`src/inc/pfsr_params.svh`:
```
// Offsets, reset values, bit positions and command codes of the status bank
`ifndef PFSR_PARAMS_SVH
`define PFSR_PARAMS_SVH

`define PFSR_OFF_POWER_STATUS 8'h1e
`define PFSR_OFF_FAULT_STATUS 8'h1f
`define PFSR_OFF_COMMAND 8'h23
`define PFSR_RST_POWER_STATUS 8'h08
`define PFSR_RST_FAULT_STATUS 8'h80
`define PFSR_FAULT_VALID_MASK 8'hb3

`define PFSR_PS_DBG 7
`define PFSR_PS_INIT 6
`define PFSR_PS_HV 5
`define PFSR_PS_SRC 4
`define PFSR_PS_DET_ON 3
`define PFSR_PS_PRESENT 2
`define PFSR_PS_CABLE 1
`define PFSR_PS_SNK 0

`define PFSR_FS_ALL_RESET 7
`define PFSR_FS_AUTO_DRAIN 5
`define PFSR_FS_FORCED_DRAIN 4
`define PFSR_FS_CABLE_OC 1
`define PFSR_FS_HOST_ERR 0

`define PFSR_CMD_DETECT_OFF 8'h22
`define PFSR_CMD_DETECT_ON 8'h33
`define PFSR_CMD_SINK_OFF 8'h44
`define PFSR_CMD_SINK_ON 8'h55
`define PFSR_CMD_SOURCE_OFF 8'h66
`define PFSR_CMD_SOURCE_DEF 8'h77
`define PFSR_CMD_HIGH_VOLT_SOURCING 8'h88
`define PFSR_MIN_TX_BYTES 8'h02

`endif

```
`src/inc/pfsr_pkg.sv`:
```
// Types shared by the power and fault status bank
package pfsr_pkg;
    typedef enum logic [1:0]
    {
        PFSR_PATH_IDLE = 2'b00,
        PFSR_PATH_SINK = 2'b01,
        PFSR_PATH_SRC5 = 2'b10,
        PFSR_PATH_SRCHV = 2'b11
    } pfsr_path_type;
endpackage

```
`src/rtl/pfsr_cmd_check.sv`:
```
// Command legality checker and power path state holder
`timescale 1ns/1ns
`include "pfsr_params.svh"
module pfsr_cmd_check
    import pfsr_pkg::*;
(
    // Clock and reset
    input wire logic sys_clk_i,
    input wire logic resetn_i,
    input wire logic clk_en_i,
    input wire logic soft_clear_i,
    // Command stream
    input wire logic cmd_valid_i,
    input wire logic [7:0] cmd_code_i,
    input wire logic hv_capable_i,
    // Path state
    output logic [1:0] path_o,
    output logic detect_on_o,
    output logic illegal_o
);
    // ==========================================================
    // Decode
    pfsr_path_type path_ff;
    logic detect_ff;
    logic illegal_ff;
    wire logic sinking = (path_ff == PFSR_PATH_SINK);
    wire logic sourcing = path_ff[1];
    wire logic is_off = cmd_code_i == `PFSR_CMD_DETECT_OFF;
    wire logic is_on = cmd_code_i == `PFSR_CMD_DETECT_ON;
    wire logic is_snk = cmd_code_i == `PFSR_CMD_SINK_ON;
    wire logic is_snk_off = cmd_code_i == `PFSR_CMD_SINK_OFF;
    wire logic is_src = cmd_code_i == `PFSR_CMD_SOURCE_DEF;
    wire logic is_src_off = cmd_code_i == `PFSR_CMD_SOURCE_OFF;
    wire logic is_hv = cmd_code_i == `PFSR_CMD_HIGH_VOLT_SOURCING;
    // Illegal combinations are refused, state left alone
    wire logic bad = cmd_valid_i & (
        (is_off & (sinking | sourcing)) |
        (is_snk & sourcing) |
        (is_src & sinking) |
        (is_hv & ((path_ff != PFSR_PATH_SRC5) | !hv_capable_i)));
    wire logic go = cmd_valid_i & !bad;

    // ==========================================================
    // Next state
    pfsr_path_type nxt_path;
    logic nxt_detect;
    always_comb
    begin
        nxt_path = path_ff;
        nxt_detect = detect_ff;
        if (go)
        begin
            if (is_off)
                nxt_detect = 1'b0;
            if (is_on)
                nxt_detect = 1'b1;
            if (is_snk)
            begin
                nxt_path = PFSR_PATH_SINK;
                nxt_detect = 1'b1;
            end
            if (is_src)
            begin
                nxt_path = PFSR_PATH_SRC5;
                nxt_detect = 1'b1;
            end
            if (is_hv)
                nxt_path = PFSR_PATH_SRCHV;
            if ((is_snk_off & sinking) | (is_src_off & sourcing))
                nxt_path = PFSR_PATH_IDLE;
        end
    end

    // State registers; detector starts enabled, matching the 0x08 reset
    always_ff @(posedge sys_clk_i or negedge resetn_i)
    begin
        if (!resetn_i)
        begin
            path_ff <= PFSR_PATH_IDLE;
            detect_ff <= 1'b1;
            illegal_ff <= 1'b0;
        end
        else if (clk_en_i)
        begin
            if (soft_clear_i)
            begin
                path_ff <= PFSR_PATH_IDLE;
                detect_ff <= 1'b1;
                illegal_ff <= 1'b0;
            end
            else
            begin
                path_ff <= nxt_path;
                detect_ff <= nxt_detect;
                illegal_ff <= bad;
            end
        end
    end

    assign path_o = path_ff;
    assign detect_on_o = detect_ff;
    assign illegal_o = illegal_ff;
endmodule

```
`src/rtl/pfsr_w1c_bit.sv`:
```
// One sticky fault flag, set by hardware, cleared by writing one
`timescale 1ns/1ns
`include "pfsr_params.svh"
module pfsr_w1c_bit
#(
    parameter logic RST_VAL = 1'b0
)
(
    // Clock and reset
    input wire logic sys_clk_i,
    input wire logic resetn_i,
    input wire logic clk_en_i,
    // Control
    input wire logic set_i,
    input wire logic clr_i,
    // State
    output logic flag_o
);
    // ==========================================================
    // Sticky flag
    logic flag_ff;
    // Set beats clear so a fault in the clearing cycle is kept
    always_ff @(posedge sys_clk_i or negedge resetn_i)
    begin
        if (!resetn_i)
            flag_ff <= RST_VAL;
        else if (clk_en_i)
            flag_ff <= set_i | (flag_ff & !clr_i);
    end

    assign flag_o = flag_ff;
endmodule

```
`src/rtl/pfsr_top.sv`:
```
// Power status and fault status register bank of the port controller
// What this block does
// Power status at 0x1E, read-only, resets to 0x08.
// Bit 7 mirrors the debug accessory output pin.
// Bit 6 high while initialization runs, low once done.
// Bit 5 high while sourcing high voltage, low at five volts.
// Bit 4 equals the source path enable output.
// Bit 3 shows the presence detector enable.
// Bit 2 is VBUS presence with 4.0 V / 3.5 V hysteresis.
// Bit 1 is cable supply presence, zero when its enable is off.
// Bit 0 equals the sink path enable output.
// Any power status change raises the power state alert.
// Fault status at 0x1F resets to 0x80; write one clears a bit.
// Bit 7 sets when all registers return to defaults.
// Software reset leaves bit 7 unchanged.
// Bit 5 sets on failed automatic discharge after disconnect.
// Bit 1 latches on cable supply over-current.
// Bit 0 sets on sink transmit with fewer than two buffered bytes.
// Bit 0 sets on detect-off, sink or source commands in conflict.
// Bit 0 sets on high-voltage command when not at 5 V source.
// Bit 0 sets when the connection enters its invalid state.
// Bit 4 is forced discharge failure; bits 6, 3, 2 read zero.
// Command codes 0x22 to 0x88 at 0x23; illegal ones (0x22, 0x55, 0x77, 0x88) flag host error.
`timescale 1ns/1ns
`include "pfsr_params.svh"
module pfsr_top
    import pfsr_pkg::*;
(
    // Clock, reset and enable
    input wire logic sys_clk_i,
    input wire logic resetn_i,
    input wire logic clk_en_i,
    // Register access port
    input wire logic [7:0] reg_addr_i,
    input wire logic reg_wr_i,
    input wire logic [7:0] reg_wdata_i,
    output logic [7:0] reg_rdata_o,
    // Live conditions from analog and state logic
    input wire logic dbg_accessory_attached_i,
    input wire logic init_in_progress_i,
    input wire logic bus_above_rise_i,
    input wire logic bus_below_fall_i,
    input wire logic cable_supply_detect_i,
    input wire logic cable_supply_enable_i,
    input wire logic hv_capable_i,
    // Fault events
    input wire logic software_reset_i,
    input wire logic discharge_on_disconnect_enable_i,
    input wire logic auto_drain_timeout_i,
    input wire logic forced_drain_timeout_i,
    input wire logic cable_supply_overcurrent_i,
    input wire logic sink_tx_req_i,
    input wire logic [7:0] tx_buffer_byte_count_i,
    input wire logic connect_invalid_i,
    // Outputs
    output logic dbg_accessory_o,
    output logic source_path_output_o,
    output logic sink_path_output_o,
    output logic power_state_alert_o
);
    // ==========================================================
    // Address decode
    function automatic logic hit(input logic [7:0] a, input logic [7:0] o);
        hit = (a == o);
    endfunction

    wire logic wr_fault = reg_wr_i & hit(reg_addr_i, `PFSR_OFF_FAULT_STATUS);
    wire logic wr_cmd = reg_wr_i & hit(reg_addr_i, `PFSR_OFF_COMMAND);
    wire logic [7:0] clr_mask = wr_fault ? reg_wdata_i : 8'h00;

    // ==========================================================
    // Command checker
    logic [1:0] path;
    logic detect_on;
    logic cmd_illegal;
    pfsr_cmd_check u_cmd
    (
        .sys_clk_i(sys_clk_i),
        .resetn_i(resetn_i),
        .clk_en_i(clk_en_i),
        .soft_clear_i(software_reset_i),
        .cmd_valid_i(wr_cmd),
        .cmd_code_i(reg_wdata_i),
        .hv_capable_i(hv_capable_i),
        .path_o(path),
        .detect_on_o(detect_on),
        .illegal_o(cmd_illegal)
    );

    // ==========================================================
    // VBUS presence with hysteresis
    logic present_ff;
    logic nxt_present;
    // Hold between thresholds; detector off forces absent
    assign nxt_present = !detect_on ? 1'b0 :
        bus_above_rise_i ? 1'b1 :
        bus_below_fall_i ? 1'b0 : present_ff;

    always_ff @(posedge sys_clk_i or negedge resetn_i)
    begin
        if (!resetn_i)
            present_ff <= 1'b0;
        else if (clk_en_i)
            present_ff <= nxt_present;
    end

    // ==========================================================
    // Power status assembly
    wire logic src_on = path[1];
    wire logic snk_on = (path == 2'b01);
    logic [7:0] nxt_pstat;
    assign nxt_pstat[`PFSR_PS_DBG] = dbg_accessory_attached_i;
    assign nxt_pstat[`PFSR_PS_INIT] = init_in_progress_i;
    assign nxt_pstat[`PFSR_PS_HV] = (path == 2'b11);
    assign nxt_pstat[`PFSR_PS_SRC] = src_on;
    assign nxt_pstat[`PFSR_PS_DET_ON] = detect_on;
    assign nxt_pstat[`PFSR_PS_PRESENT] = nxt_present;
    assign nxt_pstat[`PFSR_PS_CABLE] =
        cable_supply_detect_i & cable_supply_enable_i;
    assign nxt_pstat[`PFSR_PS_SNK] = snk_on;

    // Status and its mirroring pins load together so they always agree
    logic [7:0] pstat_ff;
    logic dbg_ff;
    logic src_ff;
    logic snk_ff;
    logic alert_ff;
    always_ff @(posedge sys_clk_i or negedge resetn_i)
    begin
        if (!resetn_i)
        begin
            pstat_ff <= `PFSR_RST_POWER_STATUS;
            dbg_ff <= 1'b0;
            src_ff <= 1'b0;
            snk_ff <= 1'b0;
            alert_ff <= 1'b0;
        end
        else if (clk_en_i)
        begin
            pstat_ff <= nxt_pstat;
            dbg_ff <= nxt_pstat[`PFSR_PS_DBG];
            src_ff <= nxt_pstat[`PFSR_PS_SRC];
            snk_ff <= nxt_pstat[`PFSR_PS_SNK];
            alert_ff <= (nxt_pstat != pstat_ff);
        end
    end

    // ==========================================================
    // Fault flags
    // All-reset flag rides on the async reset only; software reset
    // is deliberately not a set source.
    logic [7:0] fault_set;
    assign fault_set[`PFSR_FS_ALL_RESET] = 1'b0;
    assign fault_set[6] = 1'b0;
    assign fault_set[`PFSR_FS_AUTO_DRAIN] =
        discharge_on_disconnect_enable_i & auto_drain_timeout_i;
    assign fault_set[`PFSR_FS_FORCED_DRAIN] = forced_drain_timeout_i;
    assign fault_set[3] = 1'b0;
    assign fault_set[2] = 1'b0;
    assign fault_set[`PFSR_FS_CABLE_OC] = cable_supply_overcurrent_i;
    assign fault_set[`PFSR_FS_HOST_ERR] =
        (sink_tx_req_i & (tx_buffer_byte_count_i < `PFSR_MIN_TX_BYTES)) |
        cmd_illegal |
        connect_invalid_i;

    localparam logic [7:0] FAULT_RST = `PFSR_RST_FAULT_STATUS;
    localparam logic [7:0] FAULT_MASK = `PFSR_FAULT_VALID_MASK;
    logic [7:0] fault_q;
    // Only implemented bits get a flop; reserved ones tie to zero
    genvar gi;
    generate
        for (gi = 0; gi < 8; gi = gi + 1)
        begin : g_fault
            if (FAULT_MASK[gi])
            begin : g_impl
                pfsr_w1c_bit #(.RST_VAL(FAULT_RST[gi])) u_bit
                (
                    .sys_clk_i(sys_clk_i),
                    .resetn_i(resetn_i),
                    .clk_en_i(clk_en_i),
                    .set_i(fault_set[gi]),
                    .clr_i(clr_mask[gi]),
                    .flag_o(fault_q[gi])
                );
            end
            else
            begin : g_rsvd
                assign fault_q[gi] = 1'b0;
            end
        end
    endgenerate

    // ==========================================================
    // Read data, registered so outputs come from flops
    logic [7:0] nxt_rdata;
    logic [7:0] rdata_ff;
    assign nxt_rdata =
        hit(reg_addr_i, `PFSR_OFF_POWER_STATUS) ? pstat_ff :
        hit(reg_addr_i, `PFSR_OFF_FAULT_STATUS) ? fault_q : 8'h00;

    always_ff @(posedge sys_clk_i or negedge resetn_i)
    begin
        if (!resetn_i)
            rdata_ff <= 8'h00;
        else if (clk_en_i)
            rdata_ff <= nxt_rdata;
    end

    assign reg_rdata_o = rdata_ff;
    assign dbg_accessory_o = dbg_ff;
    assign source_path_output_o = src_ff;
    assign sink_path_output_o = snk_ff;
    assign power_state_alert_o = alert_ff;
endmodule

```
`config.mk`:
```
export PLATFORM = sky130hd
export DESIGN_NAME = pfsr_top
export DESIGN_NICKNAME = d
export VERILOG_FILES = /design/src/inc/pfsr_pkg.sv /design/src/rtl/pfsr_cmd_check.sv /design/src/rtl/pfsr_w1c_bit.sv /design/src/rtl/pfsr_top.sv
export VERILOG_INCLUDE_DIRS = /design/src /design/src/inc
export SDC_FILE = /design/constraint.sdc
export NUM_CORES = 1
export LEC_CHECK = 0
export ABC_AREA = 1
export BUFFER_PORTS_ARGS = -buffer_cell sky130_fd_sc_hd__buf_2
export CAP_MARGIN = 20
export CORE_UTILIZATION = 50
export CTS_CLUSTER_DIAMETER = 30
export DETAILED_ROUTE_END_ITERATION = 8
export PLACE_DENSITY = 0.79
export SLEW_MARGIN = 20
export SYNTH_ARGS = -nofsm -noshare
export SYNTH_HDL_FRONTEND = slang
export SYNTH_SLANG_ARGS = --single-unit
```
`constraint.sdc`:
```
create_clock -name sys_clk_i -period 3.1 [get_ports sys_clk_i]
set_input_delay 0.775 -clock sys_clk_i [delete_from_list [all_inputs] [get_ports sys_clk_i]]
set_output_delay 0.775 -clock sys_clk_i [all_outputs]
set_load 0.02 [all_outputs]
```
==> results of run 1 <==
synth_stat cells, types with 4 or more instances:
cell	number	area, um^2
a21oi_1	5	25.02
a31oi_1	4	25.02
dfrtp_1	23	575.6
inv_1	18	67.56
inv_2	5	18.77
nand2_1	71	266.5
nand2_2	7	43.79
nand3_1	16	80.08
nand4_1	4	25.02
nor2_1	24	90.09
nor2_2	4	25.02
o21ai_0	12	60.06
worst max-delay path: cells and delay by family:
kind / cells / cell delay (ns)
buffers and inverters: 2 / 0.76
AND/OR/NAND/NOR: 3 / 0.18
AO/OA/AOI/OAI: 1 / 0.25
final timing paths:
check,startpoint,endpoint,slack (ns)
worst max-delay path,clk_en_i,u_cmd.path_o[1]$_DFFE_PN0P_,1.35
worst min-delay path,resetn_i,pstat_ff[6]$_DFFE_PN0P_,0.42
worst max register to register,u_cmd.path_o[1]$_DFFE_PN0P_,u_cmd.path_o[1]$_DFFE_PN0P_,1.72
worst min register to register,g_fault[7].g_impl.u_bit.flag_o$_DFFE_PN1P_,g_fault[7].g_impl.u_bit.flag_o$_DFFE_PN1P_,0.48
max in group asynchronous,resetn_i,g_fault[7].g_impl.u_bit.flag_o$_DFFE_PN1P_,2.30
min in group sys_clk_i,g_fault[7].g_impl.u_bit.flag_o$_DFFE_PN1P_,g_fault[7].g_impl.u_bit.flag_o$_DFFE_PN1P_,0.48
cells in the final DEF (no fill, tap or decap), types with 3 or more instances in the layout:
master | netlist | routed
nand2_1 | 71 | 71
clkbuf_4 | 0 | 3
nand4_1 | 4 | 4
o21ai_1 | 3 | 3
o31ai_1 | 3 | 3
nor2_2 | 4 | 4
nor2_4 | 3 | 3
dfstp_2 | 3 | 3
nand3_1 | 16 | 16
a31oi_1 | 4 | 4
dfrtp_1 | 23 | 23
buf_2 | 3 | 52
nand2_2 | 7 | 7
xnor2_1 | 3 | 3
nor2_1 | 24 | 24
o21ai_0 | 12 | 12
inv_2 | 5 | 5
inv_1 | 18 | 18
a21oi_1 | 5 | 5
flip-flops by register name, summed over array words and instances (netlist names):
name,flops
u_cmd.illegal_o,1
u_cmd.detect_on_o,1
g_fault.g_impl.u_bit.flag_o,5
u_cmd.path_o,2
power_state_alert_o,1
reg_rdata_o,8
pstat_ff,8
where the power goes:
group / switching (mW) / internal (mW)
clock: 0.0951 / 0.0718
combinational: 0.0940 / 0.0584
sequential: 0.0149 / 0.361
total: 0.204 / 0.492
cell families after synthesis:
logic type,count (synthesis)
flops,26
compound gates,31
buf+inv,29
xor+xnor,4
simple gates,135
routing by layer:
| metal | vias to the layer above | track usage, % | wire [um] |
|---|---|---|---|
| li1 | 823 | - | - |
| met1 | 680 | 27.62 | 1579 |
| met2 | 39 | 41.40 | 1684 |
| met3 | 2 | 1.978 | 113 |
| met4 | 0 | 6.122 | 20 |
| met5 | - | 0 | 0 |
layout make-up:
cell class | count | area [um^2]
multi-input combinational | 170 | 847.1
tap | 44 | 55.05
inverter | 23 | 86.33
fill | 301 | 1114
clock buffer | 4 | 36.28
sequential | 26 | 654.4
timing repair buffer | 52 | 260.3
==> run_results.csv, run 1 <==
group,metric,value,unit
worst_setup_path,crit_fanout,25,
worst_setup_path,cp-start-kind,"primary input",
worst_setup_path,path_common_cell,"nand2_1",
synth,syn-cell-area,0.001622,mm^2
synth,synth_edf_count,0,
synth,synth_flop_cell,"dfrtp_1",
worst_setup_path,max_stage_delay,0.41,ns
clocking,cts_buffers,3,
timing,worst_slack,1.348,ns
timing,rsz0062_at_grt,"false",
synth,synthAdderAreaFrac,0,%
die,ios,54,
global_route,overflow,0,
clocking,root_buffer,"clkbuf_4",
global_route,antenna_found_initial,0,
timing,setup-violations-final,0,
drt,drc,0,
timing,setup-tns-final,0,ns
timing,finalCritPeriodShare,56.50,%
synth,synth-compound-area-share,11.57,%
synth,muxShareOfSynthArea,0,%
synth,yosysWarnings,0,
synth,synthCells,225,
clocking,clk_latency,0.32,ns
die,start_util,53.11,%
global_route,grtUsageTotal,22.38,%
clocking,cts.sinks,26,
finish,fin_area,0.001939,mm^2
synth,synthSimpleGateAreaFrac,38.50,%
worst_setup_path,crit_arrival,1.98,ns
clocking,clk_pin_slew,0.14,ns
synth,syn-num-nets,267,
worst_hold_path,min_path_type,"primary input to async pin",
drt,ant_nets,0,
worst_setup_path,r2r_cells,9,
timing,tightest_slew,0.6283,ns
die,die-height,58.95,um
timing,fin_hold_ws,0.4235,ns
pwr,total_power,695.6,uW
die,core,0.003053,mm^2
clocking,cts_resized,0,
drt,via_per_inst,4.840,
pwr,vdd_ir_drop_max,174.4,uV
drt,wirelength,3397,um
placed_design,dp_slack,0.9851,ns
pwr,p_leak,0.9614,nW
placed_design,hpwl,2764,um
timing,skew,0.007949,ns
worst_setup_path,crit_chain,"buf_2 -> inv_1 -> a21oi_4 -> nand2_2 -> nand2_1 -> nand2_1",
finish,drive_gt1_share,30.55,%
clocking,cts_max_level,1,
worst_setup_path,required,3.33,ns
timing,drv_slew,0,
drt,vias,1544,
die,die-area,0.003475,mm^2
pwr,p_per_area,358.6,mW/mm^2
placed_design,post-place-cells,315,
timing,max_freq,0.5709,GHz
job,drv_cap,0,
die,rows,20,
finish,antennaDiodeCount,0,
drt,route.detailed.wl_per_inst,10.65,um
die,die_x,58.95,um
finish,layout.nets,318,
global_route,grt_pass1_vias,1418,
synth,avgSynthCellArea,7.207,um^2
synth,ys_seq_area_share,40.35,%
synth,synth_top_family_by_area,"simple AND/OR/NAND/NOR gates",
placed_design,dpl_cell_area,0.001903,mm^2
run_status,outcome,"finished clean",
synth,synth_cell_types,31,
placed_design,place_congestion,0.8861,
finish,fin_cells,319,
timing,relSlewSlack,58.07,%
global_route,grt_max_degree,27,
clocking,postCtsSetupBuffers,0,
worst_setup_path,setup.worst_path.end_class,"flip-flop",
worst_setup_path,crit_type,"primary input to flip-flop",
finish,utilization,63.52,%
clocking,cts_buffer_depth,2,
synth,synthArstFlopShare,100.0,%
timing,finalCriticalPeriod,1.752,ns
placed_design,port_buffers,52,
clocking,cts_tree,"yes",
synth,synth_xor_area_share,2.160,%
clocking,hold_buffers,0,
drt,drt_iter0_markers,58,
synth,ys_seq_elements,26,
drt,dr.pass1.iters,4,
worst_setup_path,slowest_stage,"inv_1",
timing,finalHoldViolations,0,
finish,area_growth,19.60,%
global_route,grt_pass1_wl,5947,um
(Power assumes the default switching activity.)
==> inputs of run 2 (changes only) <==
clock period = 1.8 ns   (was 3.1 ns; I/O delays follow)
==> run 2 against run 1 <==
Sequential power up 73%. Sequential cell count stayed put. Power up 88%. Cell count grew 0.63%. Clock power grew 130%. Critical path depth rose by 3. Worst hold slack worse by 0.32 ns. First-iteration DRC count is 62% higher. Cell area is 1.6% higher. Sequential share of layout area is 0.54 points lower. Critical path type is now flip-flop to flip-flop. Largest power group unchanged.
==> run_results.csv, run 2 (synthesized netlist as in run 1, its figures left out) <==
group,metric,value,unit
run_status,outcome,"finished clean",
timing,max_freq,0.7025,GHz
global_route,antenna_found_initial,0,
timing,worst_slack,0.3765,ns
drt,route.detailed.wl_per_inst,10.63,um
finish,fin_cells,321,
drt,ant_nets,0,
placed_design,port_buffers,52,
global_route,met1_usage,27.77,%
die,die-height,58.95,um
finish,antennaDiodeCount,0,
clocking,cts_max_level,1,
global_route,grt_pass1_wl,6023,um
clocking,cts.sinks,26,
finish,utilization,64.55,%
drt,drt_iter0_markers,94,
timing,fin_hold_ws,0.09951,ns
finish,layout_commonest_cell,"nand2_1",
clocking,cts_buffer_depth,2,
pwr,p_leak,0.9779,nW
pwr,total_power,1.306,mW
placed_design,place_congestion,0.8230,
worst_setup_path,crit_chain,"nand3_1 -> nand3_1 -> nand2_1 -> nor2_1 -> nand2_2 -> nand2_4 -> nand2_2 -> nand2_1 -> nand2_1",
placed_design,post-place-cells,317,
timing,finalCriticalPeriod,1.424,ns
finish,layout.nets,320,
finish,layout_common_cells,"71 x nand2_1, 52 x buf_2, 24 x nor2_1, 23 x dfrtp_1, 18 x inv_1",
global_route,grtUsageTotal,22.47,%
timing,finalHoldViolations,0,
clocking,cts_buffers,3,
timing,finalCritPeriodShare,79.09,%
timing,tightest_slew,0.5605,ns
worst_setup_path,crit_fanout,8,
global_route,overflow,0,
finish,area_growth,21.53,%
pwr,p_per_area,662.6,mW/mm^2
clocking,hold_buffers,0,
placed_design,dp_slack,0.2769,ns
timing,setup-violations-final,0,
placed_design,dpl_cell_area,0.001918,mm^2
global_route,grt_pass1_vias,1507,
clocking,root_buffer,"clkbuf_4",
die,die_x,58.95,um
clocking,cts_resized,0,
global_route,grt_max_degree,27,
drt,via_per_inst,4.822,
clocking,cts_tree,"yes",
clocking,clk_pin_slew,0.14,ns
placed_design,hpwl,2793,um
worst_setup_path,max_stage_delay,0.57,ns
finish,fin_area,0.001971,mm^2
worst_setup_path,slowest_stage,"dfrtp_1",
global_route,grtUsageMet3,2.198,%
drt,drc,0,
worst_setup_path,setup.worst_path.end_class,"flip-flop",
timing,rsz0062_at_grt,"false",
timing,setup-tns-final,0,ns
die,ios,54,
clocking,clk_latency,0.32,ns
pwr,vdd_ir_drop_max,313.0,uV
global_route,use_met2,41.56,%
worst_setup_path,crit_arrival,1.65,ns
worst_hold_path,min_path_type,"primary input to async pin",
timing,drv_slew,0,
drt,vias,1548,
worst_setup_path,path_common_cell,"nand2_1",
worst_setup_path,crit_type,"flip-flop to flip-flop",
die,rows,20,
finish,drive_gt1_share,31.05,%
clocking,postCtsSetupBuffers,0,
die,die-area,0.003475,mm^2
job,drv_cap,0,
worst_setup_path,cp-start-kind,"flip-flop",
drt,wirelength,3412,um
die,core,0.003053,mm^2
global_route,grt_busiest_layer,"met2",
timing,relSlewSlack,62.63,%
worst_setup_path,required,2.03,ns
timing,skew,0.01006,ns
die,start_util,53.11,%
drt,dr.pass1.iters,4,
[run 2: changes by cell type in the layout (fill, tap and decap cells not counted), sizes merged]
| cell | before | now |
|---|---|---|
| buf | 52 | 54 |
| bufinv | 0 | 1 |
| clkbuf | 4 | 3 |
[run 2: area by class of cell]
type                    instances  area [um^2]
clock buffers                   3        22.52
clock inverters                 1        30.03
fillers                       307         1082
inverters                      23        86.33
multi-input cells             170        847.1
flip-flops and latches         26        654.4
well taps                      44        55.05
repair buffers                 54        275.3
[run 2: power by group]
group          switching, mW  total (mW)  internal (mW)
sequential            0.0261       0.649          0.622
combinational          0.164       0.267          0.104
clock                  0.165       0.390          0.225
total                  0.354        1.31          0.951
[run 2: metal layers]
layer | wire length (um) | vias to the layer above
met4 | 35 | 0
met3 | 81 | 4
li1 | - | 823
met1 | 1579 | 686
met2 | 1717 | 35
met5 | 0 | -
[run 2: path summary, 6_finish.rpt]
| path | from | to | slack [ns] | cells past startpoint |
|---|---|---|---|---|
| worst min register to register | g_fault[7].g_impl.u_bit.flag_o$_DFFE_PN1P_ | g_fault[7].g_impl.u_bit.flag_o$_DFFE_PN1P_ | 0.49 | 2 |
| min in group sys_clk_i | forced_drain_timeout_i | g_fault[4].g_impl.u_bit.flag_o$_DFFE_PN0P_ | 0.34 | 3 |
| worst max register to register | u_cmd.path_o[1]$_DFFE_PN0P_ | u_cmd.path_o[1]$_DFFE_PN0P_ | 0.38 | 9 |
| worst max-delay path | u_cmd.path_o[1]$_DFFE_PN0P_ | u_cmd.path_o[1]$_DFFE_PN0P_ | 0.38 | 9 |
| worst min-delay path | resetn_i | pstat_ff[0]$_DFFE_PN0P_ | 0.1 | 1 |
| max in group asynchronous | resetn_i | g_fault[7].g_impl.u_bit.flag_o$_DFFE_PN1P_ | 1.32 | 1 |
[run 2: critical path, delay by kind of cell (launching register included)]
family | cells | cell delay (ns)
AND/OR/NAND/NOR | 9 | 0.76
flip-flops | 1 | 0.57
==> inputs of run 3 (changes only) <==
clock period = 1.39 ns   (was 1.8 ns; I/O delays follow)
==> run 3 against run 2 <==
Via count is 3.8% higher. Combinational power is 36% higher. Cell area is 2.9% higher. Wire length hardly changed. Sequential share of layout area is 0.88 points lower. Critical endpoint unchanged. Power is 20% higher. Cell count is 2.8% higher. Critical path depth is 1 higher. Clock power is 5.6% lower. Core utilization is 1.9 points higher. Count of clock-buffer cells in the layout is 1 higher.
==> run_results.csv, run 3 (synthesized netlist as in run 1, its figures left out) <==
group,metric,value,unit
run_status,outcome,"finished clean",
drt,dr.pass1.iters,4,
die,die-height,58.95,um
global_route,grt_pass1_wl,5975,um
timing,setup-violations-final,0,
global_route,grt_max_degree,27,
timing,tightest_slew,0.5415,ns
timing,finalCritPeriodShare,93.55,%
finish,layout_commonest_cell,"nand2_1",
global_route,grtUsageTotal,22.26,%
clocking,cts.sinks,26,
global_route,antenna_found_initial,0,
finish,area_growth,25.08,%
timing,skew,0.003286,ns
worst_setup_path,max_stage_delay,0.51,ns
die,core,0.003053,mm^2
pwr,vdd_ir_drop_max,306.7,uV
timing,rsz0062_at_grt,"true",
pwr,p_per_area,775.5,mW/mm^2
die,die-area,0.003475,mm^2
finish,utilization,66.43,%
clocking,postCtsSetupBuffers,0,
global_route,grt_pass1_vias,1499,
worst_setup_path,required,1.61,ns
clocking,root_buffer,"clkbuf_4",
pwr,p_leak,1.014,nW
clocking,cts_max_level,1,
die,start_util,53.11,%
placed_design,place_congestion,0.8138,
worst_setup_path,path_common_cell,"nand2_1",
drt,via_per_inst,4.870,
worst_setup_path,crit_arrival,1.52,ns
clocking,clk_latency,0.31,ns
finish,antennaDiodeCount,0,
drt,wirelength,3413,um
pwr,total_power,1.573,mW
timing,max_freq,0.7691,GHz
clocking,hold_buffers,0,
drt,drt_iter0_markers,95,
placed_design,hpwl,2889,um
worst_setup_path,r2r_slack,0.09,ns
placed_design,dp_slack,-0.04278,ns
clocking,cts_buffer_depth,2,
timing,worst_slack,0.08971,ns
drt,vias,1607,
die,ios,54,
timing,fin_hold_ws,0.0001014,ns
job,drv_cap,0,
worst_setup_path,cp-start-kind,"flip-flop",
drt,route.detailed.wl_per_inst,10.34,um
drt,ant_nets,0,
placed_design,port_buffers,52,
worst_setup_path,slowest_stage,"dfrtp_2",
timing,drv_slew,0,
timing,finalHoldViolations,0,
worst_setup_path,crit_type,"flip-flop to flip-flop",
global_route,overflow,0,
finish,layout.nets,329,
clocking,clk_pin_slew,0.13,ns
die,rows,20,
clocking,cts_buffers,3,
timing,finalCriticalPeriod,1.300,ns
worst_setup_path,setup.worst_path.end_class,"flip-flop",
worst_setup_path,crit_chain,"inv_2 -> nand2_1 -> nand3_1 -> nand2_1 -> nor2_2 -> nand2_2 -> nand2_4 -> nand2_2 -> nand2_1 -> nand2_1",
finish,layout_common_cells,"70 x nand2_1, 52 x buf_2, 23 x nor2_1, 22 x dfrtp_1",
timing,relSlewSlack,63.90,%
worst_setup_path,crit_fanout,8,
finish,drive_gt1_share,34.97,%
timing,setup-tns-final,0,ns
worst_hold_path,min_path_type,"primary input to async pin",
drt,drc,0,
die,die_x,58.95,um
clocking,cts_tree,"yes",
run 3: repair_timing:
action,in CTS,in global routing
pin swaps,0,2
cloned,0,0
endpoints found under the setup margin,1,4
gates resized for setup,1,4
run 3: routing by layer:
layer  share of wire, %  GRT usage [%]  routed length, um  vias to the layer above
met5                  0              0                  0                        -
met4                1.1          5.442                 38                        0
met3                3.3          2.198                112                        4
met2                 51          41.56               1729                       35
met1                 45          27.32               1534                      718
li1                   -              -                  -                      850
run 3: worst paths after layout:
path,startpoint,endpoint,cells after the start
min in group sys_clk_i,forced_drain_timeout_i,g_fault[4].g_impl.u_bit.flag_o$_DFFE_PN0P_,3
max in group asynchronous,resetn_i,u_cmd.path_o[1]$_DFFE_PN0P_,1
min reg2reg,g_fault[7].g_impl.u_bit.flag_o$_DFFE_PN1P_,g_fault[7].g_impl.u_bit.flag_o$_DFFE_PN1P_,2
min,resetn_i,pstat_ff[6]$_DFFE_PN0P_,1
max reg2reg,u_cmd.path_o[1]$_DFFE_PN0P_,u_cmd.path_o[1]$_DFFE_PN0P_,10
max,u_cmd.path_o[1]$_DFFE_PN0P_,u_cmd.path_o[1]$_DFFE_PN0P_,10
run 3: worst max-delay path, delay by kind of cell (launching register included):
family        cells  cell delay [ns]
buf+inv           1             0.08
flops             1             0.51
simple gates      9             0.62
run 3: stage by stage:
| stage | instance area [um^2] | std cells |
|---|---|---|
| global route | 2028 | 330 |
| finish | 2028 | 330 |
| detailed placement | 1986 | 326 |
| global placement | 1986 | 326 |
| floorplan | 1622 | 225 |
| CTS | 2023 | 330 |
run 3: cell type report:
cell class	count	area, um^2
Fill cell	304	1025
Multi-Input combinational cell	170	852.1
Sequential cell	26	655.6
Timing Repair Buffer	63	342.8
Inverter	23	86.33
Tap cell	44	55.05
Clock buffer	4	36.28
run 3: where the power goes:
part / internal (mW) / leakage [nW] / switching (mW) / total, mW
clock: 0.160 / 0.0210 / 0.209 / 0.368
combinational: 0.148 / 0.682 / 0.215 / 0.363
sequential: 0.806 / 0.311 / 0.0355 / 0.842
total: 1.11 / 1.01 / 0.459 / 1.57
